## config.mk

```make
export PLATFORM = sky130hd
export DESIGN_NAME = dcc_converter_ctrl
export DESIGN_NICKNAME = d
export VERILOG_FILES = /design/src/logic/dcc_converter_ctrl.v
export VERILOG_INCLUDE_DIRS = /design/src /design/src/logic
export SDC_FILE = /design/constraint.sdc
export NUM_CORES = 1
export LEC_CHECK = 0
export ABC_CLOCK_PERIOD_IN_PS = 15180
export BUFFER_PORTS_ARGS = -buffer_cell sky130_fd_sc_hd__buf_4
export CAP_MARGIN = 10
export CORE_MARGIN = 8
export CORE_UTILIZATION = 63
export CTS_CLUSTER_DIAMETER = 50
export DETAILED_ROUTE_END_ITERATION = 10
export PLACE_DENSITY = 0.95
export SYNTH_ARGS = -nofsm -noshare
export SYNTH_HDL_FRONTEND = slang
export SYNTH_SLANG_ARGS = --single-unit
export TNS_END_PERCENT = 10
```

## constraint.sdc

```tcl
create_clock -name clk_sys -period 15.18 [get_ports clk_sys]
set_clock_uncertainty 0.05 [all_clocks]
set_input_delay 0.759 -clock clk_sys [delete_from_list [all_inputs] [get_ports clk_sys]]
set_output_delay 0.759 -clock clk_sys [all_outputs]
set_load 0.1 [all_outputs]
```

## src/logic/dcc_regs.vh

```
/*
 * Register addresses, field positions, reset values and timing counts of
 * the converter control block.
 * Assumes a 200 MHz system clock; included by its bare name.
 */
`ifndef DCC_REGS_VH
`define DCC_REGS_VH

// ------------------------------------------------------------
// byte addresses of the instruction (4 bits)
// ------------------------------------------------------------
`define DCC_ADDR_DATA_HI    4'h0
`define DCC_ADDR_DATA_LO    4'h1
`define DCC_ADDR_CTRL_HI    4'h4
`define DCC_ADDR_CTRL_LO    4'h5
`define DCC_ADDR_OFS_B2     4'h8
`define DCC_ADDR_OFS_B1     4'h9
`define DCC_ADDR_OFS_B0     4'hA
`define DCC_ADDR_FS_B2      4'hC
`define DCC_ADDR_FS_B1      4'hD
`define DCC_ADDR_FS_B0      4'hE

// ------------------------------------------------------------
// instruction byte fields
// ------------------------------------------------------------
`define DCC_INS_RW_BIT      7
`define DCC_INS_CNT_HI      6
`define DCC_INS_CNT_LO      5

// ------------------------------------------------------------
// control word fields (16 bits)
// ------------------------------------------------------------
`define DCC_CW_CRST_BIT     9
`define DCC_CW_CLR_BIT      7
`define DCC_CW_FMT_BIT      6
`define DCC_CW_BD_BIT       4
`define DCC_CW_MSB_BIT      3
`define DCC_CW_MODE_HI      1
`define DCC_CW_MODE_LO      0
`define DCC_CW_RESET        16'h2802
`define DCC_MODE_NORMAL     2'h0
`define DCC_MODE_SELFCAL    2'h1
`define DCC_MODE_SLEEP      2'h2

// ------------------------------------------------------------
// reset values
// ------------------------------------------------------------
`define DCC_OFS_RESET       24'h000000
`define DCC_FS_RESET        24'h800000
`define DCC_DATA_RESET      16'h0000

// ------------------------------------------------------------
// timing
// ------------------------------------------------------------
`define DCC_CLK_MHZ         200
`define DCC_TIMEOUT_MS      100
`define DCC_TIMEOUT_CYC     (`DCC_TIMEOUT_MS * 1000 * `DCC_CLK_MHZ)
`define DCC_WAKE_CYC        16'h0400
`define DCC_RSTPAT_CYC      32'h00000100

`endif

```

## src/logic/dcc_converter_ctrl.v

```verilog
/*
 * Digital control of a serial-programmed voltage-output converter:
 * serial link slave, calibration registers, input data register,
 * sleep entry and exit, serial time-out recovery.
 * Assumes serial clock, data and select come from a host outside the
 * clock domain; the analogue self-calibration engine reports its result.
 */
`timescale 1ns/10ps
`default_nettype none
`include "dcc_regs.vh"

module dcc_converter_ctrl #(
	parameter [31:0] TIMEOUT_CYC = `DCC_TIMEOUT_CYC
) (
	input  wire        clk_sys,
	input  wire        rst,
	input  wire        sclkPin,
	input  wire        csPin_n,
	input  wire        sdioIn,
	output reg         sdioOut,
	output reg         sdioOe,
	input  wire        calDone,
	input  wire [23:0] calOffset,
	input  wire [23:0] calFullScale,
	output reg  [15:0] modCode,
	output reg  [23:0] modOffset,
	output reg  [23:0] modFullScale,
	output reg         modLoad,
	output wire        analogSleep,
	output wire        analogReady,
	output wire        outHighZ,
	output wire [15:0] controlWord
);

// ------------------------------------------------------------
// pin synchronisers
// ------------------------------------------------------------
reg [1:0] sclkSync_reg;
reg [1:0] csSync_reg;
reg [1:0] sdiSync_reg;
reg       sclkDly_reg;
always @(posedge clk_sys or posedge rst) begin
	if (rst) begin
		sclkSync_reg <= 2'h0;
		csSync_reg   <= 2'h3;
		sdiSync_reg  <= 2'h0;
		sclkDly_reg  <= 1'b0;
	end else begin
		sclkSync_reg <= {sclkSync_reg[0], sclkPin};
		csSync_reg   <= {csSync_reg[0], csPin_n};
		sdiSync_reg  <= {sdiSync_reg[0], sdioIn};
		sclkDly_reg  <= sclkSync_reg[1];
	end
end
wire sclk     = sclkSync_reg[1];
wire csActive = ~csSync_reg[1];
wire sclkRise = sclk & ~sclkDly_reg;
wire sclkFall = ~sclk & sclkDly_reg;

// ------------------------------------------------------------
// registers
// ------------------------------------------------------------
reg  [23:0] offsetCorr_reg;
reg  [23:0] fullScaleCorr_reg;
reg  [15:0] inputData_reg;
reg  [15:0] controlWord_reg;
reg  [15:0] ctrlShadow_reg;
reg  [15:0] dataShadow_reg;
assign controlWord = controlWord_reg;
wire [1:0] opMode         = controlWord_reg[`DCC_CW_MODE_HI:`DCC_CW_MODE_LO];
wire       inputFormatSel = controlWord_reg[`DCC_CW_FMT_BIT];
wire       byteDown       = controlWord_reg[`DCC_CW_BD_BIT];
wire       lsbFirst       = controlWord_reg[`DCC_CW_MSB_BIT];

// read one register byte by address
function [7:0] readByte;
	input [3:0] a;
	begin
		case (a)
			`DCC_ADDR_DATA_HI: readByte = inputData_reg[15:8];
			`DCC_ADDR_DATA_LO: readByte = inputData_reg[7:0];
			`DCC_ADDR_CTRL_HI: readByte = controlWord_reg[15:8];
			`DCC_ADDR_CTRL_LO: readByte = controlWord_reg[7:0];
			`DCC_ADDR_OFS_B2:  readByte = offsetCorr_reg[23:16];
			`DCC_ADDR_OFS_B1:  readByte = offsetCorr_reg[15:8];
			`DCC_ADDR_OFS_B0:  readByte = offsetCorr_reg[7:0];
			`DCC_ADDR_FS_B2:   readByte = fullScaleCorr_reg[23:16];
			`DCC_ADDR_FS_B1:   readByte = fullScaleCorr_reg[15:8];
			`DCC_ADDR_FS_B0:   readByte = fullScaleCorr_reg[7:0];
			default:           readByte = 8'h00;
		endcase
	end
endfunction

// bit reversal for least significant bit first transfers
function [7:0] bitOrder;
	input [7:0] b;
	input       rev;
	begin
		bitOrder = rev ? {b[0], b[1], b[2], b[3], b[4], b[5], b[6], b[7]} : b;
	end
endfunction

// ------------------------------------------------------------
// serial link state machine
// ------------------------------------------------------------
localparam [1:0] ST_INSTR = 2'h0;
localparam [1:0] ST_WRITE = 2'h1;
localparam [1:0] ST_READ  = 2'h2;

reg  [1:0]  state_reg;
reg  [2:0]  bitCnt_reg;
reg  [7:0]  shift_reg;
reg  [3:0]  addr_reg;
reg  [1:0]  bytesLeft_reg;
reg         touchData_reg;
reg         touchCtrl_reg;
reg  [31:0] idleCnt_reg;
wire [7:0]  shiftNext = {shift_reg[6:0], sdiSync_reg[1]};
wire        byteDone  = sclkFall & (bitCnt_reg == 3'h7);
wire        lastByte  = (bytesLeft_reg == 2'h0);
wire [3:0]  addrNext  = byteDown ? addr_reg - 4'h1 : addr_reg + 4'h1;
wire [7:0]  wrByte    = bitOrder(shiftNext, lsbFirst);
wire [7:0]  rdByte    = bitOrder(readByte(addr_reg), lsbFirst);
wire        midXfer   = (state_reg != ST_INSTR) | (bitCnt_reg != 3'h0);
wire        timedOut  = midXfer & (idleCnt_reg >= TIMEOUT_CYC - 32'h1);

// duty pattern reset: serial clock held high long enough, even mid-transfer
reg  [31:0] highCnt_reg;
wire        patReset = (highCnt_reg == `DCC_RSTPAT_CYC);
always @(posedge clk_sys or posedge rst) begin
	if (rst)
		highCnt_reg <= 32'h0;
	else if (!sclk)
		highCnt_reg <= 32'h0;
	else if (!patReset)
		highCnt_reg <= highCnt_reg + 32'h1;
end

always @(posedge clk_sys or posedge rst) begin
	if (rst) begin
		state_reg     <= ST_INSTR;
		bitCnt_reg    <= 3'h0;
		shift_reg     <= 8'h00;
		addr_reg      <= 4'h0;
		bytesLeft_reg <= 2'h0;
		touchData_reg <= 1'b0;
		touchCtrl_reg <= 1'b0;
		idleCnt_reg   <= 32'h0;
		sdioOut       <= 1'b0;
		sdioOe        <= 1'b0;
	end else if (timedOut || patReset || !csActive) begin
		state_reg     <= ST_INSTR;
		bitCnt_reg    <= 3'h0;
		touchData_reg <= 1'b0;
		touchCtrl_reg <= 1'b0;
		idleCnt_reg   <= 32'h0;
		sdioOe        <= csActive ? 1'b0 : sdioOe & (state_reg == ST_READ);
	end else begin
		idleCnt_reg <= (sclkRise || sclkFall) ? 32'h0 : idleCnt_reg + 32'h1;
		if (sclkRise && state_reg == ST_READ)
			sdioOut <= rdByte[3'h7 - bitCnt_reg];
		if (sclkFall) begin
			shift_reg  <= shiftNext;
			bitCnt_reg <= bitCnt_reg + 3'h1;
		end
		if (byteDone) begin
			case (state_reg)
				ST_INSTR: begin
					addr_reg      <= shiftNext[3:0];
					bytesLeft_reg <= shiftNext[`DCC_INS_CNT_HI:`DCC_INS_CNT_LO];
					state_reg     <= shiftNext[`DCC_INS_RW_BIT] ? ST_READ : ST_WRITE;
					sdioOe        <= shiftNext[`DCC_INS_RW_BIT];
				end
				ST_WRITE, ST_READ: begin
					addr_reg      <= addrNext;
					bytesLeft_reg <= bytesLeft_reg - 2'h1;
					if (state_reg == ST_WRITE) begin
						touchData_reg <= touchData_reg | (addr_reg[3:1] == 3'h0);
						touchCtrl_reg <= touchCtrl_reg | (addr_reg[3:1] == 3'h2);
					end
					if (lastByte) begin
						state_reg     <= ST_INSTR;
						sdioOe        <= 1'b0;
						touchData_reg <= 1'b0;
						touchCtrl_reg <= 1'b0;
					end
				end
				default: state_reg <= ST_INSTR;
			endcase
		end
	end
end

// ------------------------------------------------------------
// register writes
// ------------------------------------------------------------
wire wrStrobe  = byteDone & (state_reg == ST_WRITE) & csActive & ~timedOut & ~patReset;
wire endWrite  = wrStrobe & lastByte;
wire dataDone  = endWrite & (touchData_reg | (addr_reg[3:1] == 3'h0));
wire ctrlDone  = endWrite & (touchCtrl_reg | (addr_reg[3:1] == 3'h2));
reg  [15:0] dataNext;
reg  [15:0] ctrlNext;
always @* begin
	dataNext = dataShadow_reg;
	ctrlNext = ctrlShadow_reg;
	if (wrStrobe) begin
		if (addr_reg == `DCC_ADDR_DATA_HI) dataNext[15:8] = wrByte;
		if (addr_reg == `DCC_ADDR_DATA_LO) dataNext[7:0]  = wrByte;
		if (addr_reg == `DCC_ADDR_CTRL_HI) ctrlNext[15:8] = wrByte;
		if (addr_reg == `DCC_ADDR_CTRL_LO) ctrlNext[7:0]  = wrByte;
	end
end

always @(posedge clk_sys or posedge rst) begin
	if (rst) begin
		controlWord_reg   <= `DCC_CW_RESET;
		ctrlShadow_reg    <= `DCC_CW_RESET;
		dataShadow_reg    <= `DCC_DATA_RESET;
		inputData_reg     <= `DCC_DATA_RESET;
		offsetCorr_reg    <= `DCC_OFS_RESET;
		fullScaleCorr_reg <= `DCC_FS_RESET;
	end else begin
		dataShadow_reg <= dataNext;
		ctrlShadow_reg <= ctrlNext;
		if (dataDone)
			inputData_reg <= dataNext;
		else if (controlWord_reg[`DCC_CW_CLR_BIT])
			inputData_reg <= `DCC_DATA_RESET;
		if (ctrlDone)
			controlWord_reg <= ctrlNext;
		if (wrStrobe && addr_reg == `DCC_ADDR_OFS_B2) offsetCorr_reg[23:16] <= wrByte;
		if (wrStrobe && addr_reg == `DCC_ADDR_OFS_B1) offsetCorr_reg[15:8]  <= wrByte;
		if (wrStrobe && addr_reg == `DCC_ADDR_OFS_B0) offsetCorr_reg[7:0]   <= wrByte;
		if (wrStrobe && addr_reg == `DCC_ADDR_FS_B2) fullScaleCorr_reg[23:16] <= wrByte;
		if (wrStrobe && addr_reg == `DCC_ADDR_FS_B1) fullScaleCorr_reg[15:8]  <= wrByte;
		if (wrStrobe && addr_reg == `DCC_ADDR_FS_B0) fullScaleCorr_reg[7:0]   <= wrByte;
		if (calDone && opMode == `DCC_MODE_SELFCAL) begin
			offsetCorr_reg    <= calOffset ^ 24'h800000;
			fullScaleCorr_reg <= calFullScale;
			controlWord_reg[`DCC_CW_MODE_HI:`DCC_CW_MODE_LO] <= `DCC_MODE_NORMAL;
		end
		if (controlWord_reg[`DCC_CW_CRST_BIT]) begin
			offsetCorr_reg    <= `DCC_OFS_RESET;
			fullScaleCorr_reg <= `DCC_FS_RESET;
		end
	end
end

// ------------------------------------------------------------
// sleep and power-up sequence
// ------------------------------------------------------------
reg  [15:0] wakeCnt_reg;
wire asleep = (opMode == `DCC_MODE_SLEEP);
always @(posedge clk_sys or posedge rst) begin
	if (rst)
		wakeCnt_reg <= `DCC_WAKE_CYC;
	else if (asleep)
		wakeCnt_reg <= `DCC_WAKE_CYC;
	else if (wakeCnt_reg != 16'h0)
		wakeCnt_reg <= wakeCnt_reg - 16'h1;
end
assign analogSleep = asleep;
assign analogReady = ~asleep & (wakeCnt_reg == 16'h0);
assign outHighZ    = asleep;

// ------------------------------------------------------------
// modulator hand-off
// ------------------------------------------------------------
always @(posedge clk_sys or posedge rst) begin
	if (rst) begin
		modCode      <= 16'h0000;
		modOffset    <= `DCC_OFS_RESET;
		modFullScale <= `DCC_FS_RESET;
		modLoad      <= 1'b0;
	end else begin
		// code 8000 or 0000 is zero
		modCode      <= inputFormatSel ? inputData_reg : inputData_reg ^ 16'h8000;
		modOffset    <= offsetCorr_reg;
		modFullScale <= fullScaleCorr_reg;
		modLoad      <= dataDone & analogReady;
	end
end

endmodule
`default_nettype wire

```

==> run_results.csv, run 1 <==
group,metric,value,unit
global_route,grt-ovfl-total,0,
setup_path,cp_max_fo,7,
placed_design,place_congestion,0.948,
drt,wl_per_cell,23.1,um
power_and_ir_drop,p_comb_share,8.0,%
clock_network,ctsResizeCount,0,
die,die_y,159,um
clock_network,numClockSinks,286,
min_path,worstHoldPathType,"in -> reg",
power_and_ir_drop,cellLeakagePower,7.08,nW
power_and_ir_drop,intPower,1.33,mW
sta,hold_viol_final,0,
die,rows,52,
power_and_ir_drop,power.density,117,nW/um^2
clock_network,cts-root-buf,"clkbuf_16",
synth,synth_common_cells,"275 x dfrtp_1, 136 x nor2_1, 111 x o21ai_0",
status,run_status,"complete, no violations",
cells_and_area,n_antenna_cell,0,
synth,ys_ff_latch,286,
clock_network,post-cts-setup-buffer-count,0,
drt,via_per_inst,6.55,
cells_and_area,filler_cell_count,1128,
placed_design,dpl.hpwl,23.4,mm
die,die_x,159,um
placed_design,io_buffers,139,
sta,timing.setup.tns,0,ns
drt,drt_first_pass_iters,8,
sta,fin_ws,11.36,ns
cells_and_area,drive_gt1_share,18.5,%
power_and_ir_drop,swShare,25.4,%
cells_and_area,multi_input_area,5180,um^2
power_and_ir_drop,p_switching,450,uW
setup_path,critPathCaptureType,"primary output",
clock_network,cts-htree-levels,1,
die,core_area,20100,um^2
global_route,grt_pass1_wl,58.9,mm
global_route,grt_pass1_vias,10784,
sta,tightest_slew,1.09,ns
global_route,grt_use_total,30.0,%
sta,maxSlewViolCount,0,
placed_design,preCtsSetupSlack,11.65,ns
cells_and_area,fin_nets,1412,
sta,hold_ws,0.249,ns
synth,syn_avg_cell_area,10.6,um^2
clock_network,clockBufferDepth,3,
synth,syn_nets,1287,
synth,ys_types,72,
clock_network,holdBufCountCts,0,
cells_and_area,final_cells,1634,
cells_and_area,synthToLayoutAreaGrowth,18.2,%
power_and_ir_drop,power.total,1.78,mW
die,top_level_ports,140,
min_path,min_path_cells,1,
synth,synth_top_cell_area_share,53.7,%
power_and_ir_drop,seqPwrFrac,44.8,%
synth,syn_area,12800,um^2
setup_path,worst-r2r-cell-count,7,
clock_network,clk_latency,0.57,ns
global_route,grt_max_degree,138,
flow_run,maxCapViolations,0,
drt,vias,10702,
drt,drt_iter0_markers,1384,
synth,synth_top_area_cell,"dfrtp_1",
setup_path,crit_required,14.37,ns
synth,synth_edf_count,0,
global_route,grt_antenna_before_repair,1,
placed_design,placedCellCount,1574,
clock_network,cts_tree,"yes",
synth,synth_area_leaders,"dfrtp_1 54%, o21ai_0 4.3%, nor2_1 4.0%, mux2i_1 3.7%, nand2_1 2.8%",
sta,fin_crit,3.82,ns
cells_and_area,register_area,7170,um^2
synth,yosysMostFrequentCell,"dfrtp_1",
synth,ys_warn_count,0,
die,dieArea,25200,um^2
drt,drt-total-wl,37.8,mm
sta,fin_crit_sh,25.2,%
setup_path,critPathKind,"reg -> out",
synth,synthArstFlopShare,100,%
sta,max_freq,262,MHz
power_and_ir_drop,ir_worst_vdd,0.107,mV
drt,route.detailed.drc,0,
power_and_ir_drop,clkPwrFrac,47.2,%
sta,rsz0062_at_grt,"no",
setup_path,startpoint_type,"flip-flop",
clock_network,cts_made_buffers,31,
synth,syn-instance-count,1214,
die,start_util,63.8,%
sta,setup_violations,0,
drt,ant_nets,0,
sta,slew_headroom,27.5,%
setup_path,worstPathArrival,3.01,ns
synth,synth-main-ff-cell,"dfrtp_1",
clock_network,clk_pin_slew,0.06,ns
synth,yosysSeqAreaShare,55.9,%
-- cell usage in the layout, fill, tap and decap left out, types with 8 or more instances in the layout --
| cell type | instances |
|---|---|
| nand3b_1 | 17 |
| inv_1 | 58 |
| nor4_1 | 20 |
| xor2_1 | 38 |
| xnor2_1 | 34 |
| a22oi_1 | 9 |
| clkbuf_16 | 31 |
| dfrtp_1 | 275 |
| nand4_1 | 16 |
| or3_1 | 11 |
| nand3_1 | 37 |
| and2_1 | 13 |
| and3_1 | 22 |
| a211oi_1 | 8 |
| a21oi_1 | 28 |
| mux2i_1 | 48 |
| nor2_1 | 136 |
| o31ai_1 | 17 |
| o21ai_0 | 111 |
| o211ai_1 | 13 |
| ha_1 | 19 |
| nand2_1 | 96 |
| mux2_2 | 19 |
| nor3_1 | 16 |
| buf_4 | 147 |
| dfstp_2 | 11 |
-- path summary, 6_finish.rpt --
check | start | end | slack [ns]
setup / recovery | wakeCnt_reg[4]$_DFFE_PP0N_ | analogReady | 11.36
hold / removal | sdioIn | sdiSync_reg[0]$_DFF_PP0_ | 0.25
setup reg to reg | sclkSync_reg[1]$_DFF_PP0_ | controlWord[3]$_DFFE_PP0P_ | 11.68
hold reg to reg | sdiSync_reg[0]$_DFF_PP0_ | sdiSync_reg[1]$_DFF_PP0_ | 0.30
max in group asynchronous | rst | highCnt_reg[12]$_DFFE_PP0P_ | 12.27
min in group asynchronous | rst | sclkSync_reg[0]$_DFF_PP0_ | 0.32
-- metrics by stage --
step                      utilization [%]  cell area, um^2
after floorplan                         -            12800
after global placement               69.7            14000
after detailed placement             69.7            14000
after CTS                            75.4            15200
after global routing                 75.4            15200
final                                75.4            15200
-- critical path: stages (launching register included) --
cell and delay [ns]:
dfrtp_1 0.43, or4_1 0.61, nor2_1 0.30, nand4_1 0.35, nor2_1 0.39, buf_4 0.36
-- cell type report --
cell class              count  share of cell area (%)
flip-flops and latches    286                    47.3
multi-input cells         814                    34.2
repair buffers            147                    7.28
clock buffers              34                    5.26
clock inverters            24                    2.27
well taps                 270                    2.23
inverters                  59                    1.51
-- kinds of logic after synthesis --
group / count (synthesis) / share of synthesized area, %
adder cells (fa/ha/maj): 19 / 1.85
buffers and inverters: 114 / 3.72
AND/OR/NAND/NOR: 425 / 16.7
multiplexers: 70 / 5.94
flip-flops: 286 / 55.9
AO/OA/AOI/OAI: 228 / 10.9
XOR/XNOR: 72 / 4.92
-- layer usage --
| metal | part of all wire, % | global-route usage, % | wire length [um] |
|---|---|---|---|
| met5 | 0.026 | 0 | 10 |
| met4 | 5.8 | 13.8 | 2190 |
| met3 | 11 | 8.50 | 4250 |
| met2 | 48 | 49.3 | 18200 |
| met1 | 35 | 36.2 | 13100 |
-- power groups by stage --
stage	clock network, mW	registers (mW)	logic (mW)
finish	0.839	0.795	0.142
global route	0.869	0.795	0.153
CTS	0.836	0.793	0.137
detailed placement	0	0.806	0.133
global placement	0	0.805	0.128
floorplan	0	0.798	0.0874
Note: power is estimated with default switching activity, not from simulation.
==> inputs of run 2 (changes only) <==
--- a/config.mk
+++ b/config.mk
@@ -6,14 +6,14 @@
 export SDC_FILE = /design/constraint.sdc
 export NUM_CORES = 1
 export LEC_CHECK = 0
-export ABC_CLOCK_PERIOD_IN_PS = 15180
+export ABC_CLOCK_PERIOD_IN_PS = 3300
 export BUFFER_PORTS_ARGS = -buffer_cell sky130_fd_sc_hd__buf_4
 export CAP_MARGIN = 10
 export CORE_MARGIN = 8
-export CORE_UTILIZATION = 63
+export CORE_UTILIZATION = 53
 export CTS_CLUSTER_DIAMETER = 50
 export DETAILED_ROUTE_END_ITERATION = 10
-export PLACE_DENSITY = 0.95
+export PLACE_DENSITY = 0.88
 export SYNTH_ARGS = -nofsm -noshare
 export SYNTH_HDL_FRONTEND = slang
 export SYNTH_SLANG_ARGS = --single-unit
==> constraint.sdc (replaced) <==
create_clock -name clk_sys -period 3.3 [get_ports clk_sys]
set_clock_uncertainty 0.05 [all_clocks]
set_input_delay 0.165 -clock clk_sys [delete_from_list [all_inputs] [get_ports clk_sys]]
set_output_delay 0.165 -clock clk_sys [all_outputs]
set_load 0.1 [all_outputs]
==> run 2 against run 1 <==
Against the previous run:
- die area rose by 17%
- non-clock buffer count is 65 higher
- count of clock-buffer cells in the layout increased by 10
- combinational power grew to 5.1 times the previous value
- via count decreased by 1.4%
- clock power rose to 4.8 times the previous value
- worst hold slack worse by 0.21 ns
- sequential power grew to 4.6 times the previous value
- sequential share of layout area down 2.4 points
- critical endpoint unchanged
==> run_results.csv, run 2 (synthesized netlist as in run 1, its figures left out) <==
group,metric,value,unit
placed_design,post_dp_cell_area,14300,um^2
die,die_y,172,um
placed_design,place_congestion,0.912,
placed_design,placedCellCount,1645,
flow_run,maxCapViolations,0,
sta,fin_crit,3.10,ns
drt,drt_first_pass_iters,5,
placed_design,io_buffers,139,
die,die_x,172,um
setup_path,cp_slowest_stage_delay,0.59,ns
sta,timing.setup.tns,0,ns
sta,hold_ws,0.0356,ns
cells_and_area,final_cells,1756,
global_route,grt_max_degree,55,
min_path,worstHoldPathType,"in -> reg",
cells_and_area,utilization,66.5,%
drt,via_per_inst,6.01,
global_route,grt-ovfl-total,0,
global_route,grt_use_total,25.3,%
global_route,grt_pass1_vias,10842,
setup_path,cp_max_fo,7,
die,core_area,24000,um^2
sta,maxSlewViolCount,0,
sta,fin_crit_sh,94.0,%
power_and_ir_drop,cellLeakagePower,7.41,nW
drt,route.detailed.drc,0,
clock_network,cts_tree,"yes",
global_route,grt_antenna_before_repair,1,
sta,rsz0062_at_grt,"no",
setup_path,crit_path_top_delay_cell,"or4_1",
cells_and_area,drive_gt1_share,18.7,%
sta,tightest_slew,1.02,ns
cells_and_area,final_area,16000,um^2
clock_network,cts-root-buf,"clkbuf_16",
setup_path,startpoint_type,"flip-flop",
setup_path,worstPathArrival,2.89,ns
clock_network,cts_made_buffers,34,
setup_path,cp_common_cell,"nor2_1",
setup_path,critPathCaptureType,"primary output",
setup_path,path_cells,"or4_1, nor2_1, nand4_1, nor2_1, buf_4",
power_and_ir_drop,power.density,523,nW/um^2
cells_and_area,filler_cell_count,1644,
die,start_util,53.4,%
sta,hold_viol_final,0,
clock_network,post-cts-setup-buffer-count,0,
sta,setup_violations,0,
drt,drt-total-wl,36.6,mm
placed_design,preCtsSetupSlack,0.481,ns
cells_and_area,synthToLayoutAreaGrowth,24.7,%
sta,max_freq,322,MHz
clock_network,holdBufCountCts,50,
die,dieArea,29400,um^2
drt,vias,10556,
clock_network,clk_pin_slew,0.06,ns
die,top_level_ports,140,
drt,wl_per_cell,20.9,um
clock_network,ctsResizeCount,0,
cells_and_area,fin_nets,1480,
sta,fin_ws,0.198,ns
setup_path,crit_required,3.08,ns
clock_network,numClockSinks,286,
status,run_status,"complete, no violations",
cells_and_area,most-common-layout-cells,"275 x dfrtp_1, 156 x buf_4, 136 x nor2_1",
global_route,grt_pass1_wl,58.7,mm
cells_and_area,final_common_cell,"dfrtp_1",
setup_path,critPathKind,"reg -> out",
cells_and_area,n_antenna_cell,0,
placed_design,dpl.hpwl,24.0,mm
sta,slew_headroom,31.6,%
drt,drt_iter0_markers,1144,
die,rows,57,
clock_network,clockBufferDepth,3,
drt,ant_nets,0,
clock_network,clk_latency,0.52,ns
clock_network,cts-htree-levels,2,
power_and_ir_drop,power.total,8.37,mW
power_and_ir_drop,ir_worst_vdd,0.353,mV
[run 2: cell count changes in the layout (fill, tap and decap cells not counted), moves of 2 or more]
cell,previous run,this run
clkbuf_1,2,5
buf_4,147,156
buf_12,0,6
bufinv_16,7,5
clkbuf_16,31,37
inv_8,3,0
dlygate4sd3_1,0,50
[run 2: worst max-delay path, delay by kind of cell, from the launching register on]
kind          cells  cell delay (ns)
buf+inv           1             0.37
flops             1             0.43
simple gates      4             1.58
[run 2: power by group]
part / total, mW / internal (mW) / switching, mW
logic: 0.719 / 0.275 / 0.444
clock network: 4.00 / 2.49 / 1.51
registers: 3.65 / 3.56 / 0.0935
[run 2: final timing paths]
check,to,from,slack (ns),cells after the start
min in group asynchronous,inputData_reg[2]$_DFFE_PP0P_,rst,0.41,3
max in group asynchronous,csSync_reg[1]$_DFF_PP1_,rst,1.96,4
max reg2reg,addr_reg[2]$_DFFE_PP0P_,idleCnt_reg[22]$_DFF_PP0_,0.31,7
min reg2reg,sclkSync_reg[1]$_DFF_PP0_,sclkSync_reg[0]$_DFF_PP0_,0.30,0
max,analogReady,wakeCnt_reg[4]$_DFFE_PP0N_,0.20,5
min,fullScaleCorr_reg[19]$_DFFE_PP0P_,calFullScale[19],0.04,3
[run 2: per-layer routing]
layer | track usage, % | vias to the layer above | share of wire (%)
met2 | 41.6 | 626 | 49
li1 | - | 4627 | -
met4 | 13.1 | 2 | 5.1
met1 | 30.7 | 5136 | 37
met3 | 5.97 | 165 | 9.0
met5 | 0 | - | 0.033
[run 2: final cells by class]
type,count,area [um^2],share of cell area [%]
Timing Repair Buffer,212,1790,11.2
Clock buffer,44,972,6.08
Clock inverter,17,239,1.49
Tap cell,324,405,2.54
Sequential cell,286,7170,44.9
Inverter,59,225,1.41
Multi-Input combinational cell,814,5180,32.4
